===== config.mk =====
export PLATFORM = sky130hd
export DESIGN_NAME = charger_command_register_bank
export DESIGN_NICKNAME = d
export VERILOG_FILES = /design/src/include/charger_pkg.sv /design/src/rtl/charger_command_register_bank.sv /design/src/rtl/write_watchdog.sv
export VERILOG_INCLUDE_DIRS = /design/src /design/src/include
export SDC_FILE = /design/constraint.sdc
export NUM_CORES = 1
export LEC_CHECK = 0
export ABC_AREA = 1
export ABC_CLOCK_PERIOD_IN_PS = 2400
export BUFFER_PORTS_ARGS = -buffer_cell sky130_fd_sc_hd__buf_2
export CAP_MARGIN = 15
export CORE_ASPECT_RATIO = 0.6
export CORE_MARGIN = 2
export CORE_UTILIZATION = 45
export DETAILED_ROUTE_END_ITERATION = 12
export HOLD_SLACK_MARGIN = 0.05
export SYNTH_ARGS = -nofsm -noshare
export SYNTH_HDL_FRONTEND = slang
export SYNTH_SLANG_ARGS = --single-unit

===== constraint.sdc =====
create_clock -name CLK -period 2.4 [get_ports CLK]
set_input_delay 0.24 -clock CLK [delete_from_list [all_inputs] [get_ports CLK]]
set_output_delay 0.24 -clock CLK [all_outputs]
set_load 0.05 [all_outputs]

===== src/include/charger_defs.svh =====
// Constants of the charger command register bank.
// Assumes a 100 MHz core clock; included by bare name.
`ifndef CHARGER_DEFS_SVH
`define CHARGER_DEFS_SVH

// ==========================================================
// Bus address and command codes
`define SLAVE_ADDR7 7'h09
`define CMD_OPTION 8'h12
`define CMD_FILL_CURRENT 8'h14
`define CMD_TARGET_VOLTAGE 8'h15
`define CMD_DRAW_LIMIT 8'h3F
`define CMD_MAKER_ID 8'hFE
`define CMD_PART_ID 8'hFF

// ==========================================================
// Reset values and write masks
`define OPTION_RESET 16'h7904
`define OPTION_WMASK 16'hE7A7
`define FILL_CURRENT_RESET 16'h0000
`define TARGET_VOLTAGE_RESET 16'h0000
`define DRAW_LIMIT_RESET 16'h1000
`define FILL_CURRENT_MASK 16'h1FC0
`define TARGET_VOLTAGE_MASK 16'h7FF0
`define DRAW_LIMIT_MASK 16'h1F80
// Identity values are arbitrary
`define MAKER_ID_VALUE 16'h5A01
`define PART_ID_VALUE 16'h00C3

// ==========================================================
// Field positions
`define FILL_LSB 6
`define VOLT_LSB 4
`define DRAW_LSB 7
`define OPT_DEGLITCH_MIN 15
`define OPT_WDT_HI 14
`define OPT_WDT_LO 13
`define OPT_FREQ_UP 10
`define OPT_FREQ_EN 9
`define OPT_SHORT_HI 8
`define OPT_SHORT_LO 7
`define OPT_MON_SEL 5
`define OPT_OVERCUR_HI 2
`define OPT_OVERCUR_LO 1
`define OPT_INHIBIT 0

// ==========================================================
// Legal ranges in field steps (64 mA and 16 mV)
`define FILL_MIN 7'h02
`define VOLT_MIN 11'h040
`define VOLT_MAX 11'h4B0

// ==========================================================
// Timing
`define CLK_MHZ 100
`define CYC_PER_SEC (32'h05F5_E100)
`define DGL_LONG_MS 1300
`define DGL_SHORT_US 50
`define DGL_LONG_CYC (`DGL_LONG_MS * `CLK_MHZ * 1000)
`define DGL_SHORT_CYC (`DGL_SHORT_US * `CLK_MHZ - 1)
`define WDT_44_S 8'h2C
`define WDT_88_S 8'h58
`define WDT_175_S 8'hAF

`endif


===== src/include/charger_pkg.sv =====
// Types of the charger command register bank.
// Assumes the constants header is compiled alongside.
package charger_pkg;
	typedef enum logic [3:0] {
		ST_IDLE,
		ST_ADDR,
		ST_CMD,
		ST_WLO,
		ST_WHI,
		ST_TX_LO,
		ST_TX_HI,
		ST_SKIP
	} bus_state_t;

	typedef enum logic [1:0] {
		WDT_OFF,
		WDT_SHORT,
		WDT_MID,
		WDT_LONG
	} wdt_sel_t;
endpackage


===== src/rtl/charger_command_register_bank.sv =====
// Charger command register bank behind a two-wire word-transfer slave.
// Assumes SCL/SDA and the comparator levels arrive asynchronously;
// SDA is open drain, resolved outside from SDA_OE.
`timescale 1ns/1ps
`include "charger_defs.svh"

// Function
// - Six command registers, word read; word write to all but the two identity ones
// - Identity reads return fixed constants
// - Option word read/write, resets 7904h
// - Fill current: 7-bit, resets zero
// - Target voltage: 11-bit, resets zero
// - Draw limit: 6-bit, resets 1000h
// - Option bit 15 picks deglitch interval
// - Watchdog expiry suspends charging
// - Current or voltage write resumes charging
// - Bit 10 picks frequency shift direction
// - Bit 9 enables frequency shift
// - Bits 8:7 pick short-circuit threshold
// - Bit 5 routes current monitor source
// - Bits 2:1 pick adapter overcurrent level
// - Bit 0 inhibits charging
// - Slave only, fixed address 12h
// - Out-of-range current write clears, stops
// - Out-of-range voltage write clears, stops
module charger_command_register_bank #(
	parameter logic [31:0] DGL_LONG_CYC = `DGL_LONG_CYC,
	parameter logic [31:0] CYC_PER_SEC = `CYC_PER_SEC,
	parameter logic [15:0] MAKER_ID = `MAKER_ID_VALUE,
	parameter logic [15:0] PART_ID = `PART_ID_VALUE
) (
	input wire logic CLK,
	input wire logic RST,
	input wire logic SCL,
	input wire logic SDA_IN,
	output logic SDA_OUT,
	output logic SDA_OE,
	input wire logic SUPPLY_LOCKOUT_LEVEL,
	input wire logic ADAPTER_DETECT_INPUT,
	output logic ADAPTER_PRESENT_FLAG,
	output logic CHARGE_ENABLE,
	output logic [6:0] FILL_CURRENT_SET,
	output logic [10:0] TARGET_VOLTAGE_SET,
	output logic [5:0] DRAW_LIMIT_SET,
	output logic FREQ_SHIFT_ENABLE,
	output logic FREQ_SHIFT_UP,
	output logic [1:0] HIGH_SIDE_SHORT_COMPARATOR_SEL,
	output logic CURRENT_MONITOR_OUTPUT_SEL,
	output logic [1:0] ADAPTER_OVERCURRENT_PROTECT_SEL
);
	// ==========================================================
	// Declarations
	logic [3:0] sync1_reg;
	logic [3:0] sync2_reg;
	logic scl_d_reg;
	logic sda_d_reg;
	logic scl_s, sda_s, bus_en;
	logic start_cond, stop_cond, scl_rise, scl_fall;
	charger_pkg::bus_state_t state_reg;
	logic ack_phase_reg, slave_ack_reg;
	logic [3:0] bit_cnt_reg;
	logic [7:0] shift_reg, cmd_reg, wlo_reg, tx_reg, thi_reg;
	logic got_cmd_reg;
	logic wr_pulse_reg;
	logic [15:0] wr_data_reg;
	logic [15:0] option_reg, fill_reg, volt_reg, draw_reg;
	logic [31:0] dgl_cnt_reg, dgl_limit;
	logic [15:0] rd_word;
	logic [6:0] fill_field;
	logic [10:0] volt_field;
	logic fill_write, volt_write, wdt_expired;

	// ==========================================================
	// Functions
	// Only documented codes are acknowledged
	function automatic logic cmd_known(input logic [7:0] c);
		case (c)
			`CMD_OPTION, `CMD_FILL_CURRENT, `CMD_TARGET_VOLTAGE, `CMD_DRAW_LIMIT,
			`CMD_MAKER_ID, `CMD_PART_ID: cmd_known = 1'b1;
			default: cmd_known = 1'b0;
		endcase
	endfunction

	function automatic logic [15:0] read_word(input logic [7:0] c);
		case (c)
			`CMD_OPTION: read_word = option_reg;
			`CMD_FILL_CURRENT: read_word = fill_reg;
			`CMD_TARGET_VOLTAGE: read_word = volt_reg;
			`CMD_DRAW_LIMIT: read_word = draw_reg;
			`CMD_MAKER_ID: read_word = MAKER_ID;
			`CMD_PART_ID: read_word = PART_ID;
			default: read_word = 16'h0000;
		endcase
	endfunction

	// ==========================================================
	// Pin synchronisers: SCL, SDA, lockout, detect
	always_ff @(posedge CLK) begin
		if (RST) begin
			sync1_reg <= 4'hF;
			sync2_reg <= 4'hF;
		end else begin
			sync1_reg <= {ADAPTER_DETECT_INPUT, SUPPLY_LOCKOUT_LEVEL, SDA_IN, SCL};
			sync2_reg <= sync1_reg;
		end
	end
	assign scl_s = sync2_reg[0];
	assign sda_s = sync2_reg[1];
	// Bus answers only above lockout and with the detect comparator high
	assign bus_en = sync2_reg[2] & sync2_reg[3];

	always_ff @(posedge CLK) begin
		if (RST) begin
			scl_d_reg <= 1'b1;
			sda_d_reg <= 1'b1;
		end else begin
			scl_d_reg <= scl_s;
			sda_d_reg <= sda_s;
		end
	end
	assign start_cond = scl_s & scl_d_reg & sda_d_reg & ~sda_s;
	assign stop_cond = scl_s & scl_d_reg & ~sda_d_reg & sda_s;
	assign scl_rise = scl_s & ~scl_d_reg;
	assign scl_fall = ~scl_s & scl_d_reg;
	assign rd_word = read_word(cmd_reg);

	// ==========================================================
	// Byte engine; the device never masters the bus
	always_ff @(posedge CLK) begin
		if (RST || !bus_en || stop_cond) begin
			state_reg <= charger_pkg::ST_IDLE;
			ack_phase_reg <= 1'b0;
			slave_ack_reg <= 1'b0;
			bit_cnt_reg <= 4'h0;
			SDA_OE <= 1'b0;
			wr_pulse_reg <= 1'b0;
		end else if (start_cond) begin
			state_reg <= charger_pkg::ST_ADDR;
			ack_phase_reg <= 1'b0;
			slave_ack_reg <= 1'b0;
			bit_cnt_reg <= 4'h0;
			SDA_OE <= 1'b0;
			wr_pulse_reg <= 1'b0;
		end else begin
			wr_pulse_reg <= 1'b0;
			if (scl_rise && !ack_phase_reg) begin
				bit_cnt_reg <= bit_cnt_reg + 4'h1;
			end
			if (scl_rise && ack_phase_reg && !slave_ack_reg) begin
				// Master acknowledge of a read byte
				if (sda_s || state_reg == charger_pkg::ST_TX_HI) begin
					state_reg <= charger_pkg::ST_SKIP;
					ack_phase_reg <= 1'b0;
				end else begin
					state_reg <= charger_pkg::ST_TX_HI;
				end
			end else if (scl_fall && ack_phase_reg) begin
				ack_phase_reg <= 1'b0;
				slave_ack_reg <= 1'b0;
				bit_cnt_reg <= 4'h0;
				SDA_OE <= (state_reg == charger_pkg::ST_TX_LO ||
					state_reg == charger_pkg::ST_TX_HI) ? ~tx_reg[7] : 1'b0;
			end else if (scl_fall) begin
				case (state_reg)
					charger_pkg::ST_ADDR, charger_pkg::ST_CMD,
					charger_pkg::ST_WLO, charger_pkg::ST_WHI: begin
						if (bit_cnt_reg == 4'h8) begin
							ack_phase_reg <= 1'b1;
							slave_ack_reg <= 1'b1;
							SDA_OE <= 1'b1;
							case (state_reg)
								charger_pkg::ST_ADDR: begin
									if (shift_reg[7:1] != `SLAVE_ADDR7) begin
										state_reg <= charger_pkg::ST_SKIP;
										ack_phase_reg <= 1'b0;
										slave_ack_reg <= 1'b0;
										SDA_OE <= 1'b0;
									end else if (!shift_reg[0]) begin
										state_reg <= charger_pkg::ST_CMD;
									end else if (got_cmd_reg) begin
										state_reg <= charger_pkg::ST_TX_LO;
									end else begin
										state_reg <= charger_pkg::ST_SKIP;
										ack_phase_reg <= 1'b0;
										slave_ack_reg <= 1'b0;
										SDA_OE <= 1'b0;
									end
								end
								charger_pkg::ST_CMD: begin
									if (cmd_known(shift_reg)) begin
										state_reg <= charger_pkg::ST_WLO;
									end else begin
										state_reg <= charger_pkg::ST_SKIP;
										ack_phase_reg <= 1'b0;
										slave_ack_reg <= 1'b0;
										SDA_OE <= 1'b0;
									end
								end
								charger_pkg::ST_WLO: state_reg <= charger_pkg::ST_WHI;
								default: begin
									state_reg <= charger_pkg::ST_SKIP;
									wr_pulse_reg <= 1'b1;
								end
							endcase
						end
					end
					charger_pkg::ST_TX_LO, charger_pkg::ST_TX_HI: begin
						if (bit_cnt_reg == 4'h8) begin
							SDA_OE <= 1'b0;
							ack_phase_reg <= 1'b1;
						end else begin
							SDA_OE <= ~tx_reg[3'(4'h7 - bit_cnt_reg)];
						end
					end
					default: SDA_OE <= 1'b0;
				endcase
			end
		end
	end

	// ==========================================================
	// Byte capture and read data staging
	always_ff @(posedge CLK) begin
		if (RST) begin
			shift_reg <= 8'h00;
			cmd_reg <= 8'h00;
			wlo_reg <= 8'h00;
			got_cmd_reg <= 1'b0;
			tx_reg <= 8'h00;
			thi_reg <= 8'h00;
			wr_data_reg <= 16'h0000;
		end else begin
			if (start_cond && state_reg != charger_pkg::ST_TX_LO) begin
				got_cmd_reg <= got_cmd_reg & (state_reg == charger_pkg::ST_WLO);
			end
			if (scl_rise && !ack_phase_reg) begin
				shift_reg <= {shift_reg[6:0], sda_s};
			end
			if (scl_fall && !ack_phase_reg && bit_cnt_reg == 4'h8) begin
				case (state_reg)
					charger_pkg::ST_CMD: begin
						cmd_reg <= shift_reg;
						got_cmd_reg <= cmd_known(shift_reg);
					end
					charger_pkg::ST_WLO: wlo_reg <= shift_reg;
					charger_pkg::ST_WHI: wr_data_reg <= {shift_reg, wlo_reg};
					charger_pkg::ST_ADDR: begin
						// Word is frozen here so both bytes are coherent
						tx_reg <= rd_word[7:0];
						thi_reg <= rd_word[15:8];
					end
					default: shift_reg <= shift_reg;
				endcase
			end
			if (scl_rise && ack_phase_reg && !slave_ack_reg && !sda_s) begin
				tx_reg <= thi_reg;
			end
		end
	end

	// ==========================================================
	// Command registers
	assign fill_field = wr_data_reg[`FILL_LSB +: 7];
	assign volt_field = wr_data_reg[`VOLT_LSB +: 11];
	assign fill_write = wr_pulse_reg && cmd_reg == `CMD_FILL_CURRENT;
	assign volt_write = wr_pulse_reg && cmd_reg == `CMD_TARGET_VOLTAGE;

	always_ff @(posedge CLK) begin
		if (RST) begin
			option_reg <= `OPTION_RESET;
		end else if (wr_pulse_reg && cmd_reg == `CMD_OPTION) begin
			option_reg <= (wr_data_reg & `OPTION_WMASK) |
				(`OPTION_RESET & ~`OPTION_WMASK);
		end
	end

	always_ff @(posedge CLK) begin
		if (RST) begin
			fill_reg <= `FILL_CURRENT_RESET;
		end else if (fill_write) begin
			if (fill_field < `FILL_MIN || (wr_data_reg & ~16'h1FFF) != 16'h0000) begin
				fill_reg <= 16'h0000;
			end else begin
				fill_reg <= wr_data_reg & `FILL_CURRENT_MASK;
			end
		end
	end

	always_ff @(posedge CLK) begin
		if (RST) begin
			volt_reg <= `TARGET_VOLTAGE_RESET;
		end else if (volt_write) begin
			if (volt_field < `VOLT_MIN || volt_field > `VOLT_MAX || wr_data_reg[15]) begin
				volt_reg <= 16'h0000;
			end else begin
				volt_reg <= wr_data_reg & `TARGET_VOLTAGE_MASK;
			end
		end
	end

	always_ff @(posedge CLK) begin
		if (RST) begin
			draw_reg <= `DRAW_LIMIT_RESET;
		end else if (wr_pulse_reg && cmd_reg == `CMD_DRAW_LIMIT) begin
			draw_reg <= wr_data_reg & `DRAW_LIMIT_MASK;
		end
	end

	// ==========================================================
	// Write watchdog
	write_watchdog #(
		.CYC_PER_SEC(CYC_PER_SEC)
	) write_watchdog_inst (
		.CLK(CLK),
		.RST(RST),
		.SEL(charger_pkg::wdt_sel_t'(option_reg[`OPT_WDT_HI:`OPT_WDT_LO])),
		.KICK(fill_write || volt_write),
		.EXPIRED(wdt_expired)
	);

	// ==========================================================
	// Adapter-present deglitch: rising edge is filtered, falling is immediate
	assign dgl_limit = option_reg[`OPT_DEGLITCH_MIN] ?
		32'(`DGL_SHORT_CYC) : DGL_LONG_CYC;

	always_ff @(posedge CLK) begin
		if (RST || !sync2_reg[3]) begin
			dgl_cnt_reg <= 32'h0000_0000;
			ADAPTER_PRESENT_FLAG <= 1'b0;
		end else if (dgl_cnt_reg >= dgl_limit) begin
			ADAPTER_PRESENT_FLAG <= 1'b1;
		end else begin
			dgl_cnt_reg <= dgl_cnt_reg + 32'h0000_0001;
		end
	end

	// ==========================================================
	// Outputs to the power stage
	always_ff @(posedge CLK) begin
		if (RST) begin
			CHARGE_ENABLE <= 1'b0;
			FILL_CURRENT_SET <= 7'h00;
			TARGET_VOLTAGE_SET <= 11'h000;
			DRAW_LIMIT_SET <= 6'h00;
			FREQ_SHIFT_ENABLE <= 1'b0;
			FREQ_SHIFT_UP <= 1'b0;
			HIGH_SIDE_SHORT_COMPARATOR_SEL <= 2'h0;
			CURRENT_MONITOR_OUTPUT_SEL <= 1'b0;
			ADAPTER_OVERCURRENT_PROTECT_SEL <= 2'h0;
		end else begin
			// Zeroed settings mean no charge, which is how a bad write stops it
			CHARGE_ENABLE <= !option_reg[`OPT_INHIBIT] && !wdt_expired &&
				fill_reg != 16'h0000 && volt_reg != 16'h0000 &&
				ADAPTER_PRESENT_FLAG;
			FILL_CURRENT_SET <= fill_reg[`FILL_LSB +: 7];
			TARGET_VOLTAGE_SET <= volt_reg[`VOLT_LSB +: 11];
			DRAW_LIMIT_SET <= draw_reg[`DRAW_LSB +: 6];
			FREQ_SHIFT_ENABLE <= option_reg[`OPT_FREQ_EN];
			FREQ_SHIFT_UP <= option_reg[`OPT_FREQ_UP];
			HIGH_SIDE_SHORT_COMPARATOR_SEL <= option_reg[`OPT_SHORT_HI:`OPT_SHORT_LO];
			CURRENT_MONITOR_OUTPUT_SEL <= option_reg[`OPT_MON_SEL];
			ADAPTER_OVERCURRENT_PROTECT_SEL <= option_reg[`OPT_OVERCUR_HI:`OPT_OVERCUR_LO];
		end
	end

	// Open drain: only ever pulls low
	always_ff @(posedge CLK) begin
		SDA_OUT <= 1'b0;
	end
endmodule // charger_command_register_bank


===== src/rtl/write_watchdog.sv =====
// Write watchdog: suspends charging when settings are not refreshed.
// Assumes kick is a one-cycle pulse on the same clock.
`timescale 1ns/1ps
`include "charger_defs.svh"

module write_watchdog #(
	parameter logic [31:0] CYC_PER_SEC = `CYC_PER_SEC
) (
	input wire logic CLK,
	input wire logic RST,
	input wire charger_pkg::wdt_sel_t SEL,
	input wire logic KICK,
	output logic EXPIRED
);
	logic [31:0] prescale_reg;
	logic [7:0] seconds_reg;
	logic [7:0] limit;

	// ==========================================================
	// Period select
	always_comb begin
		case (SEL)
			charger_pkg::WDT_SHORT: limit = `WDT_44_S;
			charger_pkg::WDT_MID: limit = `WDT_88_S;
			charger_pkg::WDT_LONG: limit = `WDT_175_S;
			default: limit = 8'h00;
		endcase
	end

	// ==========================================================
	// Counter; a write both clears expiry and restarts the period
	always_ff @(posedge CLK) begin
		if (RST || KICK || SEL == charger_pkg::WDT_OFF) begin
			prescale_reg <= 32'h0000_0000;
			seconds_reg <= 8'h00;
		end else if (!EXPIRED) begin
			if (prescale_reg == CYC_PER_SEC - 32'h0000_0001) begin
				prescale_reg <= 32'h0000_0000;
				seconds_reg <= seconds_reg + 8'h01;
			end else begin
				prescale_reg <= prescale_reg + 32'h0000_0001;
			end
		end
	end

	always_ff @(posedge CLK) begin
		if (RST || KICK || SEL == charger_pkg::WDT_OFF) begin
			EXPIRED <= 1'b0;
		end else if (seconds_reg >= limit) begin
			EXPIRED <= 1'b1;
		end
	end
endmodule // write_watchdog


Word level (Yosys, flattened, before mapping)
Index checks and enable logic that the tools add are counted.
Cells by class
  add/sub/neg operators: 5
  order comparisons: 6
  equality and inequality tests: 32
  multiplexer cells: 62
  bitwise operators: 20
  reduce and logical (&&, ||, !) cells: 68
Operator list (number)
  case mux 16 bit (6 select lines): 1
  adder 32 x 1 -> 32 bit (second input constant): 2
  == test 8 x 5 -> 1 bit (second input constant): 6
  two-way mux 8 bit: 6
  nonzero test 16 bit: 3
  two-way mux 1 bit: 33
  == test 32 x 27 -> 1 bit (second input constant): 1
  == test 8 bit (second input constant): 4
  >= comparator 32 x 27 -> 1 bit: 1
  two-way mux 32 bit: 1
  two-way mux 4 bit: 8
  two-way mux 27 bit: 1
  case mux 8 bit (3 select lines): 1
  == test 8 x 6 -> 1 bit (second input constant): 2
  logical AND 1 bit: 16
  nonzero test 2 bit: 8
  two-way mux 15 bit: 1
  two-way mux 13 bit: 1
  == test 4 x 3 -> 1 bit (second input constant): 3
  case mux 4 bit (3 select lines): 1
  AND reduction 2 bit: 6
  AND reduction 4 bit: 3
  nonzero test 3 bit: 4
  > comparator 11 bit (second input constant): 1
  other kinds (37): 79
Word-level totals
  bits in registers: 234
  input bits: 6
  output and inout bits: 35
  logic and storage cells: 229

Depth between registers and ports, before layout
Gate-level depths: netlist (run 1).
  depth after elaboration: 19
  gate-level depth with buffers: 16
  gate-level depth less buffers: 15

By module
From an unflattened synthesis (run 1), not the netlist that was laid out.
Second synthesis, totals
  cells, all modules: 1550
  area, all modules: 10880.4 µm²
Modules (own cells, without submodules)
  charger_command_register_bank: times used 1, cells an instance 1128, area each 8230.4 µm², seq. area each 3523.4 µm²
  write_watchdog: times used 1, cells an instance 422, area each 2650.0 µm², seq. area each 820.8 µm²

Least setup slack after synthesis (run 1)
OpenSTA, ideal clock, no wires.
  path kind: flip-flop to flip-flop
  start point: register option_reg[15]
  end point: register dgl_cnt_reg[10]
  setup time: 132 ps
  arrival time: 2036 ps
  required time: 2268 ps
  slack: 232 ps
  stages on the path, launching flop included: 12
  buffers on the path: 2
  period minus slack after synthesis: 2168 ps
  cells stage by stage: dfxtp_1 -> inv_1 -> ha_1 -> nand4_1 -> nor3_1 -> inv_1 -> nor2_1 -> nand2_1 -> buf_4 -> buf_2 -> nand4_1 -> a21oi_1
On the way
  longest elaborated chain between the ends: 2
Ends and longest elaborated chain
  from (decl): line charger_command_register_bank.sv:66  | logic [15:0] option_reg, fill_reg, volt_reg, draw_reg;
  from (signal assigned): line charger_command_register_bank.sv:270  | option_reg <= `OPTION_RESET;
  from (signal assigned): line charger_command_register_bank.sv:272  | option_reg <= (wr_data_reg & `OPTION_WMASK) |
  two-way mux 27 bit: line charger_command_register_bank.sv:323  | assign dgl_limit = option_reg[`OPT_DEGLITCH_MIN] ?
  >= comparator 32 x 27 -> 1 bit: line charger_command_register_bank.sv:330  | end else if (dgl_cnt_reg >= dgl_limit) begin
  to (signal assigned): line charger_command_register_bank.sv:333  | dgl_cnt_reg <= dgl_cnt_reg + 32'h0000_0001;
  to (decl): line charger_command_register_bank.sv:67  | logic [31:0] dgl_cnt_reg, dgl_limit;
Every way passes these cells.
A chain may end at the register's enable or synchronous reset.

Final worst setup path (run 1)
  start point: register option_reg[15]
  end point: register ADAPTER_PRESENT_FLAG
On the way
  longest elaborated chain between the ends: 2
Ends and longest elaborated chain
  two-way mux 27 bit: line charger_command_register_bank.sv:323
  >= comparator 32 x 27 -> 1 bit: line charger_command_register_bank.sv:330
  to (signal assigned): line charger_command_register_bank.sv:329  | ADAPTER_PRESENT_FLAG <= 1'b0;
  to (signal assigned): line charger_command_register_bank.sv:331  | ADAPTER_PRESENT_FLAG <= 1'b1;
  to (decl): line charger_command_register_bank.sv:40  | output logic ADAPTER_PRESENT_FLAG,
Every way passes these cells.

==> results of run 1 <==
Yosys cell counts, types with 10 or more instances:
library cell and instances:
nand2_1 321, dfxtp_1 217, nor2_1 173, inv_1 157, a21oi_1 122, o21ai_0 79, nand3_1 68, nand4_1 64
nor3_1 45, ha_1 32, xor2_1 27, clkbuf_1 20, o22ai_1 16, inv_2 13, buf_2 11, nor4_1 10
where the power goes:
part | switching, W | total [W] | internal (W)
logic | 0.000145 | 0.000204 | 0.0000591
clock network | 0.00151 | 0.00364 | 0.00213
registers | 0.0000242 | 0.00365 | 0.00362
worst max-delay path by stage:
stage	to	slack [ns]	cells past startpoint
6_report	ADAPTER_PRESENT_FLAG$_SDFFE_PP0P_	0.22	12
5_1_grt	dgl_cnt_reg[0]$_SDFFE_PP0N_	0.0001	12
4_1_cts	ADAPTER_PRESENT_FLAG$_SDFFE_PP0P_	0.19	12
3_5_place_dp	ADAPTER_PRESENT_FLAG$_SDFFE_PP0P_	0.22	12
3_3_place_gp	ADAPTER_PRESENT_FLAG$_SDFFE_PP0P_	0.27	12
2_1_floorplan	dgl_cnt_reg[10]$_SDFFE_PP0N_	0.23	11
metal layers:
metal	global-route usage, %	vias up	wire length, um
li1	-	5025	-
met5	0	-	0
met1	42.0	4515	16600
met2	30.1	445	10300
met3	7.72	40	3620
met4	4.29	0	427
layout make-up:
type | count | area share (%)
clock buffer | 29 | 5.39
clock inverter | 11 | 0.988
inverter | 171 | 5.36
multi-input combinational | 1054 | 45.4
sequential | 217 | 36.1
tap | 315 | 3.28
timing repair buffer | 68 | 3.51
stage by stage:
stage,total power (W),utilization (%),instances,cell area [um^2]
after detailed placement,0.00393,48.3,1821,11200
after global routing,0.00773,51.8,1865,12000
after global placement,0.00393,48.3,1821,11200
final,0.00750,51.8,1865,12000
after CTS,0.00754,51.7,1865,12000
after floorplan,0.00387,-,1488,10700
kinds of logic after synthesis:
family,after synthesis,share of synthesized area (%)
AOI/OAI and AO/OA,249,12.7
xor gates and xnor gates,35,2.87
adders and majority gates,32,3.74
buffers and inverters,217,8.38
DFF,217,40.6
other,1,0.0351
and+or+nand+nor,737,31.6
worst max-delay path: stages, from the launching register on:
cell and delay, ns:
dfxtp_1 0.33, buf_4 0.23, ha_1 0.27, nand2_1 0.07
inv_1 0.05, nand2_1 0.06, nand2_1 0.04, nand2_1 0.05
nand2_1 0.06, a21oi_2 0.25, nand3_4 0.36, o21ai_1 0.24
inv_1 0.05
timing repair:
action / CTS / global route
gates resized for setup: 0 / 2
hold buffers: 4 / 0
endpoints found under the setup margin: 0 / 3
endpoints found under the hold margin: 4 / 0
==> flow_metrics.tcl, run 1 <==
set metrics [dict create \
    grt_pass1_vias 8976 \
    synth_seq_cells 217 \
    dpl.hpwl_mm 23.3 \
    leakagePower_nw 4.65 \
    syn_inst 1488 \
    die_x_um 203 \
    fillers 2341 \
    cts.clk_slew.worst_paths_ns 0.07 \
    yosysTopAreaCell "dfxtp_1" \
    drt_wl_total_mm 31.0 \
    die_h_um 123 \
    layout_commonest_cell "nand2_1" \
    holdPathEnd "option_reg[0]$_SDFFE_PP0P_" \
    place_congestion 0.946 \
    gr-usage-all-layers_pct 25.3 \
    synth_flop_cell "dfxtp_1" \
    synthArstFlopShare_pct 0 \
    portBuffers 39 \
    grt_pass1_wl_mm 50.0 \
    drt_iter0_markers 1077 \
    fmax_ghz 0.458 \
    final_cell_mix "321 x nand2_1, 217 x dfxtp_1, 173 x nor2_1" \
    cts_max_level 1 \
    drt-vias-per-instance 5.38 \
    tightest_slew_ns 0.762 \
    required_ns 2.81 \
    multi_input_area_um2 5460 \
    syn2layout_area_growth_pct 12.5 \
    grt_max_degree 73 \
    core_area_um2 23200 \
    status "completed" \
    power-per-cell-area_nw_per_um2 623 \
    rows 43 \
    antennaDiodeCount 0 \
    vdd_drop_max_mv 0.417 \
    whs_ns 0.172 \
    holdCritStartpoint "RST" \
    cts_root_buffer "clkbuf_16" \
    fin_ws_ns 0.218 \
    cts_buffer_depth 3 \
    fin_nets 1572 \
    r2r-start "option_reg[15]$_SDFFE_PP0P_" \
    yosys.area.top_type_share_pct 40.6 \
    max_slew_margin_pct 49.2 \
    yosysUniqueCellTypes 53 \
    arrival_ns 2.59 \
    dr.pass1.iters 7 \
    drive_gt1_share_pct 10.6 \
    cts_setup_buffers 0 \
    seq_area_frac_synth_pct 40.6 \
    min_path_type "input pin to flip-flop" \
    synthTopCellsByArea "dfxtp_1 41%, nand2_1 11%, nor2_1 6.1%, a21oi_1 5.7%, inv_1 5.5%" \
    dieArea_um2 25100 \
    drtAntennaViolNets 0 \
    crit_start "option_reg[15]$_SDFFE_PP0P_" \
    io_pins 41 \
    setup_viol 0 \
    reg2reg_depth 12 \
    hold_viol_final 0 \
    slew_violations 0 \
    routed-via-count 10025 \
    syn_area_um2 10700 \
    ys_warn_count 0 \
    cts_tree "built" \
    cts_made_buffers 22 \
    critPathMaxFanout 28 \
    drc 0 \
    post_drt_wl_per_cell_um 16.6 \
    whs_path_depth 4 \
    grt.overflow.total 0 \
    antenna_found_initial 0 \
    critPathLaunchType "flip-flop" \
    endpoint_kind "flip-flop" \
    post-route-min-period_ns 2.18 \
    clock-sinks 217 \
    area.sequential_um2 4340 \
    synth_edf_count 0 \
    finalClockSkew_ns 0.0188 \
    crit_type "flip-flop to flip-flop" \
    syn_nets 1526 \
    avgSynthCellArea_um2 7.19 \
    insertion_delay_ns 0.53 \
    rrSetupSlack_ns 0.22 \
    rsz0062_at_grt "no" \
    maxCapViolCount 0 \
    finalSetupTns_ns 0 \
    fin_crit_sh_pct 90.9 \
    reg2reg_to "ADAPTER_PRESENT_FLAG$_SDFFE_PP0P_" \
    place_ws_ns 0.220 \
    initial_core_util_pct 46.0 \
]
(Power assumes the default switching activity.)
==> inputs of run 2 (changes only) <==
--- a/config.mk
+++ b/config.mk
@@ -7,13 +7,13 @@
 export NUM_CORES = 1
 export LEC_CHECK = 0
 export ABC_AREA = 1
-export ABC_CLOCK_PERIOD_IN_PS = 2400
-export BUFFER_PORTS_ARGS = -buffer_cell sky130_fd_sc_hd__buf_2
+export ABC_CLOCK_PERIOD_IN_PS = 2210
 export CAP_MARGIN = 15
 export CORE_ASPECT_RATIO = 0.6
 export CORE_MARGIN = 2
 export CORE_UTILIZATION = 45
 export DETAILED_ROUTE_END_ITERATION = 12
+export DONT_BUFFER_PORTS = 1
 export HOLD_SLACK_MARGIN = 0.05
 export SYNTH_ARGS = -nofsm -noshare
 export SYNTH_HDL_FRONTEND = slang
==> constraint.sdc (replaced) <==
create_clock -name CLK -period 2.21 [get_ports CLK]
set_input_delay 0.221 -clock CLK [delete_from_list [all_inputs] [get_ports CLK]]
set_output_delay 0.221 -clock CLK [all_outputs]
set_load 0.05 [all_outputs]
==> run 2 against run 1 <==
Net effect: non-clock buffer count shrank 21; clock power hardly changed; final area shrank 0.19%; critical endpoint is now dgl_cnt_reg[17]$_SDFFE_PP0N_.
==> flow_metrics.tcl, run 2 (synthesis results as in run 1) <==
set metrics [dict create \
    cts_max_level 1 \
    power-per-cell-area_nw_per_um2 652 \
    drt_iter0_markers 1238 \
    io_pins 41 \
    p_sw_w 0.00178 \
    portBuffers 0 \
    die_x_um 203 \
    dieArea_um2 25100 \
    critPathMaxFanout 28 \
    fin_ws_ns 0.0843 \
    cts_tree "built" \
    vdd_drop_max_mv 0.516 \
    min_path_type "input pin to flip-flop" \
    drc 0 \
    post-route-min-period_ns 2.13 \
    holdCritStartpoint "RST" \
    seqPwrFrac_pct 50.8 \
    hold_viol_final 0 \
    maxCapViolCount 0 \
    place_congestion 0.886 \
    crit_start "option_reg[15]$_SDFFE_PP0P_" \
    final_cell_mix "319 x nand2_1, 217 x dfxtp_1, 173 x nor2_1" \
    rows 43 \
    status "completed" \
    drt-vias-per-instance 5.48 \
    drtAntennaViolNets 0 \
    grt_pass1_vias 8584 \
    cts_made_buffers 22 \
    whs_ns 0.0584 \
    syn2layout_area_growth_pct 12.3 \
    fmax_ghz 0.470 \
    layout_commonest_cell "nand2_1" \
    drt_wl_total_mm 31.5 \
    pwr-share-clk_pct 46.5 \
    endpoint_kind "flip-flop" \
    tightest_slew_ns 0.711 \
    gr-usage-all-layers_pct 24.7 \
    core_area_um2 23200 \
    grt_max_degree 73 \
    max_slew_margin_pct 52.2 \
    post_drt_wl_per_cell_um 17.0 \
    leakagePower_nw 4.58 \
    grt_pass1_wl_mm 48.6 \
    swShare_pct 22.8 \
    antenna_found_initial 0 \
    required_ns 2.60 \
    cts_root_buffer "clkbuf_16" \
    fin_nets 1553 \
    finalClockSkew_ns 0.0117 \
    routed-via-count 10119 \
    cts.clk_slew.worst_paths_ns 0.06 \
    r2r-start "option_reg[15]$_SDFFE_PP0P_" \
    place_ws_ns 0.0793 \
    antennaDiodeCount 0 \
    combPwrFrac_pct 2.7 \
    fin_crit_sh_pct 96.2 \
    setup_viol 0 \
    cts_buffer_depth 3 \
    p_int_w 0.00604 \
    critPathLaunchType "flip-flop" \
    dpl.hpwl_mm 23.4 \
    crit_type "flip-flop to flip-flop" \
    clock-sinks 217 \
    drive_gt1_share_pct 9.47 \
    dr.pass1.iters 6 \
    arrival_ns 2.51 \
    insertion_delay_ns 0.52 \
    grt.overflow.total 0 \
    slew_violations 0 \
    die_h_um 123 \
    initial_core_util_pct 46.0 \
]
[run 2: cell types whose count changed in the layout (fill, tap and decap cells not counted), sizes merged]
cell / previous run / this run
inv: 172 / 171
nand3: 72 / 74
buf: 64 / 42
dlygate4sd3: 4 / 5
bufinv: 2 / 0
clkbuf: 29 / 30
clkinvlp: 3 / 2
clkinv: 5 / 8
[run 2: what timing repair did]
item | in CTS | in global routing
buffers inserted | 0 | 2
resized for setup | 0 | 12
hold buffers | 6 | 0
setup endpoints to repair | 0 | 29
endpoints found under the hold margin | 72 | 0
[run 2: per-layer routing]
layer	share of wire (%)	routed length, um	GRT usage (%)
met1	54	16900	42.0
met2	35	10900	29.9
met3	10	3270	5.56
met4	1.2	384	4.01
met5	0	0	0
[run 2: worst paths after layout]
path,cells past startpoint,endpoint,slack [ns]
min reg2reg,1,sync2_reg[3]$_SDFF_PP1_,0.41
min,2,wlo_reg[5]$_SDFFE_PP0P_,0.06
max,10,dgl_cnt_reg[17]$_SDFFE_PP0N_,0.08
max reg2reg,10,dgl_cnt_reg[17]$_SDFFE_PP0N_,0.08
[run 2: worst max-delay path, cell delays in order, from the launching register on]
cell and delay [ns]:
dfxtp_1 0.32, buf_4 0.18, ha_1 0.30, nand2_1 0.05, nor2_1 0.14, nand4_1 0.12, nor3_2 0.23, nand2_2 0.21
buf_6 0.24, nand4_1 0.12, a21oi_1 0.08
[run 2: area by class of cell]
cell class	count	area (um^2)
repair buffers	47	422
flip-flops and latches	217	4340
fillers	2365	11200
clock inverters	10	58.8
multi-input cells	1056	5510
well taps	315	394
inverters	171	644
clock buffers	30	642
[run 2: per-stage QoR]
step	util [%]	std cells	power, W	cell area [um^2]	setup TNS, ns
2_1_floorplan	-	1488	0.00420	10700	0
3_3_place_gp	47.9	1796	0.00424	11100	0
3_5_place_dp	47.9	1796	0.00424	11100	0
4_1_cts	51.2	1842	0.00789	11900	0
5_1_grt	51.7	1846	0.00807	12000	-1.29
6_report	51.7	1846	0.00783	12000	0
[run 2: power groups by stage]
stage | clock network, W | registers (W) | logic (W)
after global placement | 0 | 0.00406 | 0.000176
after detailed placement | 0 | 0.00406 | 0.000177
after CTS | 0.00371 | 0.00397 | 0.000209
after global routing | 0.00386 | 0.00397 | 0.000233
after floorplan | 0 | 0.00405 | 0.000150
final | 0.00364 | 0.00397 | 0.000212
==> inputs of run 3 (changes only) <==
--- a/config.mk
+++ b/config.mk
@@ -15,6 +15,7 @@
 export DETAILED_ROUTE_END_ITERATION = 12
 export DONT_BUFFER_PORTS = 1
 export HOLD_SLACK_MARGIN = 0.05
+export MAX_ROUTING_LAYER = met4
 export SYNTH_ARGS = -nofsm -noshare
 export SYNTH_HDL_FRONTEND = slang
 export SYNTH_SLANG_ARGS = --single-unit
==> run 3 against run 2 <==
Net effect: critical endpoint is now dgl_cnt_reg[15]$_SDFFE_PP0N_; via count decreased by 0.20%; global-route usage increased by 0.97 points; maximum frequency decreased by 2.6%; hold slack improved by 0.0019 ns; highest routed layer unchanged; combinational power about the same; critical path type unchanged; die area unchanged; largest power group unchanged.
==> flow_metrics.tcl, run 3 (synthesis results as in run 1) <==
set metrics [dict create \
    maxCapViolCount 0 \
    vdd_drop_max_mv 0.469 \
    layout_commonest_cell "nand2_1" \
    fin_crit_sh_pct 98.8 \
    grt_pass1_wl_mm 49.1 \
    cts_tree "built" \
    fin_nets 1563 \
    fin_ws_ns 0.0269 \
    die_x_um 203 \
    drt-vias-per-instance 5.45 \
    endpoint_kind "flip-flop" \
    die_h_um 123 \
    antenna_found_initial 1 \
    antennaDiodeCount 0 \
    setup_viol 0 \
    leakagePower_nw 4.74 \
    insertion_delay_ns 0.52 \
    dr.pass1.iters 5 \
    status "completed" \
    grt.overflow.total 0 \
    power-per-cell-area_nw_per_um2 655 \
    whs_ns 0.0603 \
    io_pins 41 \
    drt_wl_total_mm 31.7 \
    grt_pass1_vias 8858 \
    grt_max_degree 74 \
    place_congestion 0.913 \
    rsz0062_at_grt "yes" \
    core_area_um2 23200 \
    design_power_total_w 0.00807 \
    drtAntennaViolNets 0 \
    cts_made_buffers 22 \
    cts_root_buffer "clkbuf_16" \
    cts_buffer_depth 3 \
    dieArea_um2 25100 \
    cts_max_level 1 \
    final_cell_mix "317 x nand2_1, 215 x dfxtp_1, 171 x nor2_1" \
    rows 43 \
    drc 0 \
    fillers 2288 \
    syn2layout_area_growth_pct 15.3 \
    arrival_ns 2.58 \
    hold_viol_final 0 \
    finalSetupTns_ns 0 \
    portBuffers 0 \
    drt_iter0_markers 1061 \
    crit_type "flip-flop to flip-flop" \
    dpl.hpwl_mm 23.3 \
    place_ws_ns 0.0590 \
    post_drt_wl_per_cell_um 17.1 \
    initial_core_util_pct 46.0 \
    finalClockSkew_ns 0.00832 \
    tightest_slew_ns 0.729 \
    placed_area_um2 11100 \
    slew_violations 0 \
    max_slew_margin_pct 51.0 \
    critPathMaxFanout 8 \
    drive_gt1_share_pct 11.0 \
    cts.clk_slew.worst_paths_ns 0.07 \
    stdcell_area_um2 12300 \
    routed-via-count 10099 \
    critPathLaunchType "flip-flop" \
    post-route-min-period_ns 2.18 \
    min_path_type "input pin to flip-flop" \
    clock-sinks 217 \
    gr-usage-all-layers_pct 25.7 \
    required_ns 2.60 \
    fmax_ghz 0.458 \
]
==> run 3: cell types whose count changed in the layout (fill, tap and decap cells not counted), sizes merged <==
cell | before | now
clkinv | 8 | 7
bufinv | 0 | 2
nand3 | 74 | 75
dlygate4sd3 | 5 | 4
clkinvlp | 2 | 1
inv | 171 | 170
clkbuf | 30 | 33
buf | 42 | 48
==> run 3: timing repair <==
item                                    in CTS  in global routing
setup buffers                                0                  5
endpoints found under the setup margin       0                 31
resized for setup                            0                 38
hold endpoints to repair                    73                  0
hold buffers                                 5                  0
==> run 3: cell type report <==
class / instances / area [um^2] / share of cell area (%)
multi-input combinational: 1057 / 5620 / 45.6
sequential: 217 / 4350 / 35.2
inverter: 171 / 648 / 5.26
clock buffer: 29 / 638 / 5.17
timing repair buffer: 56 / 586 / 4.75
tap: 315 / 394 / 3.20
clock inverter: 9 / 95.1 / 0.771
==> run 3: metrics by stage <==
stage / utilization (%) / cells
after floorplan: - / 1488
after global placement: 47.9 / 1797
after detailed placement: 47.9 / 1797
after CTS: 51.4 / 1840
after global routing: 53.1 / 1854
final: 53.1 / 1854
==> run 3: final timing paths <==
path	from	end	slack, ns	depth (start not counted)
min	RST	wlo_reg[0]$_SDFFE_PP0P_	0.06	2
max reg2reg	option_reg[15]$_SDFFE_PP0P_	dgl_cnt_reg[15]$_SDFFE_PP0N_	0.03	11
max	option_reg[15]$_SDFFE_PP0P_	dgl_cnt_reg[15]$_SDFFE_PP0N_	0.03	11
min reg2reg	sync1_reg[3]$_SDFF_PP1_	sync2_reg[3]$_SDFF_PP1_	0.41	1
==> run 3: routing by layer <==
layer,GRT usage (%),up-vias,wire length [um]
met4,4.65,0,484
met3,7.72,42,3360
li1,-,5019,-
met5,-,-,0
met2,29.7,411,10800
met1,41.2,4627,17100
==> run 3: power by group <==
part,internal (W),switching [W]
clock network,0.00226,0.00162
registers,0.00394,0.0000383
logic,0.0000678,0.000147
total,0.00626,0.00181
==> run 3: worst max-delay path, stage by stage, from the launching register on <==
cell and delay, ns:
dfxtp_2 0.34, buf_6 0.11, clkinvlp_4 0.20, ha_4 0.33, nand4_1 0.15, nor3_2 0.18, inv_1 0.07, nor2_2 0.12
nand2_4 0.16, clkbuf_16 0.22, nand4_1 0.09, a21oi_1 0.08
